===== config.mk =====
export PLATFORM = sky130hd
export DESIGN_NAME = cfb_branch
export DESIGN_NICKNAME = d
export VERILOG_FILES = /design/src/cfb_pkg.sv /design/src/cfb_branch.sv
export SDC_FILE = /design/constraint.sdc
export NUM_CORES = 1
export LEC_CHECK = 0
export BUFFER_PORTS_ARGS = -buffer_cell sky130_fd_sc_hd__buf_2
export CAP_MARGIN = 20
export CORE_MARGIN = 4
export CORE_UTILIZATION = 50
export DETAILED_ROUTE_END_ITERATION = 10
export PLACE_DENSITY = 0.85
export SLEW_MARGIN = 0
export SYNTH_ARGS = -nofsm -noshare
export SYNTH_HDL_FRONTEND = slang
export SYNTH_SLANG_ARGS = --single-unit
export TNS_END_PERCENT = 1

===== constraint.sdc =====
create_clock -name clock_i -period 3 [get_ports clock_i]
set_clock_uncertainty 0.2 [all_clocks]
set_input_delay 0.45 -clock clock_i [delete_from_list [all_inputs] [get_ports clock_i]]
set_output_delay 0.45 -clock clock_i [all_outputs]
set_load 0.05 [all_outputs]

===== src/cfb_pkg.sv =====
package cfb_pkg;
  localparam int PC_W = 16;
  localparam int OFS_W = 7;
  localparam int FLAG_W = 8;
  // status flag bit positions
  localparam int FLAG_T = 6;
  localparam int FLAG_V = 3;
  localparam int FLAG_I = 7;
  localparam logic [PC_W-1:0] PC_RESET = 16'h0000;
  localparam logic [PC_W-1:0] PC_STEP = 16'h0001;
  localparam int TAKEN_CYCLES = 2;
  localparam int FALL_CYCLES = 1;

  typedef enum logic [2:0] {
    CFB_OP_NONE,
    CFB_OP_TRANSFER_CLEAR,
    CFB_OP_OVERFLOW_SET,
    CFB_OP_OVERFLOW_CLEAR,
    CFB_OP_IRQ_ENABLED,
    CFB_OP_IRQ_DISABLED
  } cfb_op_t;

  typedef struct packed {
    cfb_op_t op;
    logic [OFS_W-1:0] offset;
  } cfb_instr_t;
endpackage


===== src/cfb_branch.sv =====
// Behaviour
// - transfer flag clear: pc gets pc+k+1
// - overflow set: pc gets pc+k+1
// - overflow clear: pc gets pc+k+1
// - interrupts enabled: pc gets pc+k+1
// - interrupts disabled: pc gets pc+k+1
`timescale 1ns/1ps
module cfb_branch #(
  parameter int PC_W = cfb_pkg::PC_W,
  parameter int OFS_W = cfb_pkg::OFS_W
) (
  // clock and reset
  input wire logic clock_i,
  input wire logic resetn_i,
  // instruction issue
  input wire logic issue_valid_i,
  input wire cfb_pkg::cfb_instr_t issue_instr_i,
  output logic issue_ready_o,
  // status flags from the core
  input wire logic [cfb_pkg::FLAG_W-1:0] flags_i,
  // program counter
  output logic [PC_W-1:0] program_counter_o,
  output logic done_o,
  output logic taken_o,
  output logic [cfb_pkg::FLAG_W-1:0] flags_o
);
  // two states are enough: a fall-through finishes in its issue cycle,
  // a taken branch needs one more cycle to commit the target
  typedef enum logic {CFB_IDLE, CFB_TAKE} cfb_state_t;

  // condition test of one op against the status flags
  function automatic logic cfb_cond_met(
    input cfb_pkg::cfb_op_t op,
    input logic [cfb_pkg::FLAG_W-1:0] flags
  );
    logic hit;
    hit = 1'b0;
    case (op)
      cfb_pkg::CFB_OP_TRANSFER_CLEAR: begin
        hit = !flags[cfb_pkg::FLAG_T];
      end
      cfb_pkg::CFB_OP_OVERFLOW_SET: begin
        hit = flags[cfb_pkg::FLAG_V];
      end
      cfb_pkg::CFB_OP_OVERFLOW_CLEAR: begin
        hit = !flags[cfb_pkg::FLAG_V];
      end
      cfb_pkg::CFB_OP_IRQ_ENABLED: begin
        hit = flags[cfb_pkg::FLAG_I];
      end
      cfb_pkg::CFB_OP_IRQ_DISABLED: begin
        hit = !flags[cfb_pkg::FLAG_I];
      end
      cfb_pkg::CFB_OP_NONE: begin
        hit = 1'b0;
      end
      default: begin
        // spare codes never branch, they only fall through
        hit = 1'b0;
      end
    endcase
    return hit;
  endfunction

  // state and registered outputs
  cfb_state_t state_r;
  cfb_state_t state_nxt;
  logic [PC_W-1:0] pc_r;
  logic [PC_W-1:0] pc_nxt;
  logic [PC_W-1:0] target_r;
  logic [PC_W-1:0] target_nxt;
  logic done_r;
  logic done_nxt;
  logic taken_r;
  logic taken_nxt;

  // fields of the offered instruction
  wire cfb_pkg::cfb_op_t op = issue_instr_i.op;
  wire logic [OFS_W-1:0] offset = issue_instr_i.offset;

  // issue decode
  wire logic cond_hit = cfb_cond_met(op, flags_i);
  wire logic is_branch = (op != cfb_pkg::CFB_OP_NONE);
  wire logic accept = issue_valid_i && issue_ready_o;
  wire logic start = accept && is_branch;
  wire logic start_taken = start && cond_hit;
  wire logic start_fall = start && !cond_hit;
  wire logic in_idle = (state_r == CFB_IDLE);
  wire logic in_take = (state_r == CFB_TAKE);

  // offset is a signed word displacement, sign extended to pc width
  wire logic sign_bit = offset[OFS_W-1];
  wire logic [PC_W-1:0] ofs_ext = {{(PC_W-OFS_W){sign_bit}}, offset};
  wire logic [PC_W-1:0] pc_step = PC_W'(cfb_pkg::PC_STEP);
  wire logic [PC_W-1:0] pc_reset = PC_W'(cfb_pkg::PC_RESET);
  wire logic [PC_W-1:0] pc_plus1 = pc_r + pc_step;
  // target is formed from the pc at accept; wraps at the pc width
  wire logic [PC_W-1:0] target = pc_plus1 + ofs_ext;

  // ready drops only in the commit cycle of a taken branch
  assign issue_ready_o = in_idle;
  assign program_counter_o = pc_r;
  assign done_o = done_r;
  assign taken_o = taken_r;
  // no instruction of this group alters a status flag
  assign flags_o = flags_i;

  always_comb begin
    state_nxt = state_r;
    pc_nxt = pc_r;
    target_nxt = target_r;
    done_nxt = 1'b0;
    taken_nxt = 1'b0;
    case (state_r)
      CFB_IDLE: begin
        // target is captured every idle cycle, used only when taken
        target_nxt = target;
        if (start_taken) begin
          state_nxt = CFB_TAKE;
        end else if (start_fall) begin
          pc_nxt = pc_plus1;
          done_nxt = 1'b1;
        end
      end
      CFB_TAKE: begin
        // second cycle commits the jump target
        pc_nxt = target_r;
        done_nxt = 1'b1;
        taken_nxt = 1'b1;
        state_nxt = CFB_IDLE;
      end
      default: begin
        state_nxt = CFB_IDLE;
      end
    endcase
  end

  always_ff @(posedge clock_i) begin
    if (!resetn_i) begin
      state_r <= CFB_IDLE;
    end else begin
      state_r <= state_nxt;
    end
  end

  always_ff @(posedge clock_i) begin
    if (!resetn_i) begin
      pc_r <= pc_reset;
    end else begin
      pc_r <= pc_nxt;
    end
  end

  always_ff @(posedge clock_i) begin
    if (!resetn_i) begin
      target_r <= pc_reset;
    end else begin
      target_r <= target_nxt;
    end
  end

  always_ff @(posedge clock_i) begin
    if (!resetn_i) begin
      done_r <= 1'b0;
    end else begin
      done_r <= done_nxt;
    end
  end

  always_ff @(posedge clock_i) begin
    if (!resetn_i) begin
      taken_r <= 1'b0;
    end else begin
      taken_r <= taken_nxt;
    end
  end
endmodule // cfb_branch


Yosys cells after proc, flatten, opt, wreduce, memory -nomap -nowiden
Cells that the tools add are included.

$add $sub $neg: 2. Eq/ne operators: 7. Multiplexer cells: 10. Bitwise gates (word level): 1. Reduce and logical (&&, ||, !) cells: 10.

Operators with widths (count): $mux W16 (2); $pmux W16 S2 (1); $add A16 B1 Y16 const B (1); $add A16 B16 Y16 (1); $eq A3 B2 Y1 const B (2); $eq A3 B3 Y1 const B (2); $pmux W1 S5 (1); $logic_and A1 B1 Y1 (4); $logic_not A1 Y1 (4); $mux W1 (4); $pmux W1 S2 (2); $eq A3 B1 Y1 const B (1); $reduce_bool A3 Y1 (1); $ne A2 B1 Y1 const B (1); $ne A2 B2 Y1 const B (1); $reduce_and A2 Y1 (1); $not A1 Y1 (1).

Flip-flop bits (word level): 35. Input bits: 21. Output and inout port bits: 27. Logic and storage cells: 35.

Longest topological paths before layout
Depth after elaboration: 7. Depth in mapped cells: 12. Gate-level depth less buffers: 12.

Worst setup path before layout
No wires, ideal clock.

Kind: reg-to-reg. Start: reg pc_r[0], in the netlist program_counter_o[0]. End: reg target_r[12]. Setup time: 120 ps. Arrival: 3080 ps. Slack: -400 ps. Cell stages (with the launch flop): 13. Buffers on the path: 0. Cells stage by stage: dfxtp_1 ha_1 nand2_1 nor3_1 nand2_1 xnor2_1 ha_1 a21oi_1 o22ai_1 a311o_1 o21ai_0 nor3_1 a211o_1.

Longest elaborated chain between the ends: 2.

RTL lines: start, declared (RTL line cfb_branch.sv:68) `logic [PC_W-1:0] pc_r;`; start signal, assigned (RTL line cfb_branch.sv:148) `pc_r <= pc_reset;`; start signal, assigned (RTL line cfb_branch.sv:150) `pc_r <= pc_nxt;`; $add A16 B1 Y16 (RTL line cfb_branch.sv:96) `wire logic [PC_W-1:0] pc_plus1 = pc_r + pc_step;`; $add A16 B16 Y16 (RTL line cfb_branch.sv:98) `wire logic [PC_W-1:0] target = pc_plus1 + ofs_ext;`; end signal, assigned (RTL line cfb_branch.sv:156) `target_r <= pc_reset;`; end signal, assigned (RTL line cfb_branch.sv:158) `target_r <= target_nxt;`; end, declared (RTL line cfb_branch.sv:70) `logic [PC_W-1:0] target_r;`.

No other way between the ends. A chain may end at the register's enable or synchronous reset.

Worst setup path after layout
Start: reg pc_r[1], in the netlist program_counter_o[1]. End: reg target_r[15].

Same word-level chain as after synthesis.

==> impl_metrics.ini <==
[grt]
track_usage_pct = 21.40
grt_start_max_net_pins = 25
grt_pass1_vias = 2261
antenna_found_initial = 0
grt-ovfl-total = 0
grt_pass1_wl_um = 10440

[yosys]
synthCells = 303
async_reset_ff_share_pct = 0
syn_area_per_cell_um2 = 8.077
ys_top_cells_by_area = dfxtp_1 (29%), ha_1 (9.7%), o21ai_0 (8.2%), xnor2_1 (7.5%), xor2_1 (5.7%)
syn-num-nets = 344
synth_top_area_share_pct = 28.63
yosysSeqAreaShare_pct = 28.63
ys.flop_type = dfxtp_1
synth.ff_latch_count = 35
synth_area_leader_cell = dfxtp_1
synth_warnings = 0
synth_cell_types = 45
synth-edff-count = 0
netlist_area_um2 = 2447

[clock_tree]
numClockSinks = 35
root_buffer = clkbuf_8
cts_buffer_depth = 2
cts_tree = yes
cts_buffers = 5
clock_latency_ps = 290
clk_pin_slew_ps = 70
ctsHtreeMaxLevel = 2
holdBufCountCts = 0

[placement]
place_inst = 407
pre_cts_ws_ps = -80.52
place_area_um2 = 2768
hpwl_um = 4650
gp_congestion = 0.8617
io_buffers = 37

[detailed_routing]
wirelength_um = 6496
drt-wirelength-per-cell_um = 15.58
routed-via-count = 2368
route.detailed.drc = 0
dr.pass1.iters = 4
via_per_inst = 5.679
drt_iter0_drc = 202
ant_nets = 0

[power_and_ir_drop]
ir_drop_v = 0.0002264
comb_power_share_pct = 28.2
p_int_uw = 861.2
seqPwrFrac_pct = 42.1
leakagePower_uw = 0.001284
clockPowerShare_pct = 29.7
switching_share_pct = 32.93
power_switching_uw = 422.8
powerDensity_nw_per_um2 = 426.7

[cells_and_area]
instances_no_fill = 417
diodes = 0
final_cell_area_um2 = 3009
fill_cells = 389
final_cell_mix = o21ai_0 (38), buf_2 (37), nand2_1 (35), dfxtp_1 (25), a21oi_1 (22)
layout_commonest_cell = o21ai_0
nets = 390
layout-drive-gt1-share_pct = 29.14
syn_to_final_growth_pct = 22.96

[floorplan]
die_y_um = 77.96
die_area_um2 = 6078
die_width_um = 77.96
initial_core_util_pct = 51.81
num_io_pins = 48
placement_rows = 25
coreArea_um2 = 4723

[min_path]
worstHoldStart = issue_valid_i
holdPathStages = 3
hold-path-endpoint = in_take
hold_class = in -> reg

[critical_path]
cp_max_fo = 5
rrSetupSlack_ps = 80
rr_endpoint = target_r[15]
critPathKind = reg -> reg
startpoint_type = flip-flop
crit_chain = ha_4 -> nand2_1 -> or3_4 -> or3_4 -> xnor2_4 -> ha_4 -> a21oi_1 -> o21ai_0 -> a211oi_1 -> o41ai_1 -> xnor2_1 -> o21ai_0
reg2reg_from = program_counter_o[1]
crit_required_ps = 2960
critPathSlowestCell = or3_4
rr_worst_depth = 12
setup.worst_path.end_class = flip-flop
arrival_ps = 2880
slowest_delay_ps = 410

[sta]
timing.final.crit_share_pct = 97.26
tightest_slew_ps = 572.4
tns_ps = 0
max_freq_mhz = 342.7
setup_viol = 0
rsz0062_at_grt = yes
period_needed_ps = 2918
slew_headroom_pct = 61.75
hold_viol_final = 0
whs_ps = 237.3
slew_viol_final = 0
setup_ws_ps = 82.12

[flow_run]
drv_cap = 0

[status]
status = finished clean
-- worst max-delay path by stage --
| stage | start | to | depth (start not counted) |
|---|---|---|---|
| 6_report | program_counter_o[1] | target_r[15] | 12 |
| 5_1_grt | program_counter_o[1] | target_r[14] | 12 |
| 4_1_cts | program_counter_o[0] | target_r[15] | 12 |
| 3_5_place_dp | program_counter_o[1] | target_r[14] | 12 |
| 3_3_place_gp | program_counter_o[1] | target_r[15] | 12 |
| 2_1_floorplan | program_counter_o[0] | target_r[12] | 11 |
-- cells in the mapped netlist, types with 3 or more instances --
library cell	instances
a211oi_1	5
a21oi_1	25
a31oi_1	7
and2_1	3
buf_4	9
clkbuf_1	8
dfxtp_1	35
ha_1	19
inv_1	7
nand2_1	36
nand3_1	7
nand4_1	4
nor2_1	12
nor2b_1	3
nor3_1	7
o21a_1	3
o21ai_0	40
xnor2_1	21
xor2_1	16
-- flip-flops by register name, indices dropped and copies added, names as in the netlist --
signal	count
program_counter_o	16
target_r	16
done_o	1
in_take	1
taken_o	1
-- worst max-delay path, delay by kind of cell, from the launching register on --
| family | cells | cell delay, ps |
|---|---|---|
| and+or+nand+nor | 3 | 910 |
| AOI/OAI and AO/OA | 5 | 620 |
| DFF | 1 | 370 |
| adders and majority gates | 2 | 370 |
| xor gates and xnor gates | 2 | 310 |
-- layout make-up --
| class | instances | area [µm²] | share of cell area, % |
|---|---|---|---|
| tap | 67 | 83.83 | 2.786 |
| sequential | 35 | 723.2 | 24.03 |
| timing repair buffer | 58 | 342.8 | 11.39 |
| clock buffer | 8 | 100.1 | 3.326 |
| multi-input combinational | 242 | 1733 | 57.59 |
| inverter | 7 | 26.28 | 0.8732 |
-- cell families after synthesis --
| group | count (synthesis) | synth area share [%] |
|---|---|---|
| DFF | 35 | 28.63 |
| and+or+nand+nor | 88 | 18.40 |
| xor gates and xnor gates | 37 | 13.24 |
| adders and majority gates | 20 | 10.53 |
| AOI/OAI and AO/OA | 95 | 22.65 |
| buffers and inverters | 26 | 5.726 |
| muxes | 2 | 0.8180 |
-- routing by layer --
| metal | routed length [µm] | part of all wire (%) | track usage, % |
|---|---|---|---|
| met1 | 2691 | 41 | 25.04 |
| met2 | 3269 | 50 | 36.99 |
| met3 | 373 | 5.7 | 3.596 |
| met4 | 161 | 2.5 | 11.54 |
| met5 | 0 | 0 | 0 |
-- through the flow --
step	total power (µW)	util (%)
2_1_floorplan	803.4	-
3_3_place_gp	877.1	58.60
3_5_place_dp	886.6	58.60
4_1_cts	1278	61.51
5_1_grt	1346	63.71
6_report	1284	63.71
-- power groups by stage --
stage | clock network (µW) | logic [µW] | registers (µW)
3_3_place_gp | 0 | 332 | 545
6_report | 381 | 362 | 540
5_1_grt | 407 | 395 | 543
2_1_floorplan | 0 | 218 | 586
3_5_place_dp | 0 | 339 | 548
4_1_cts | 391 | 348 | 539
-- what timing repair did --
action	CTS	global route
hold endpoints to repair	0	0
pin swaps	2	6
endpoints found under the setup margin	3	6
buffers inserted	1	1
resized for setup	4	21
Power figures use the tool's default switching activity.
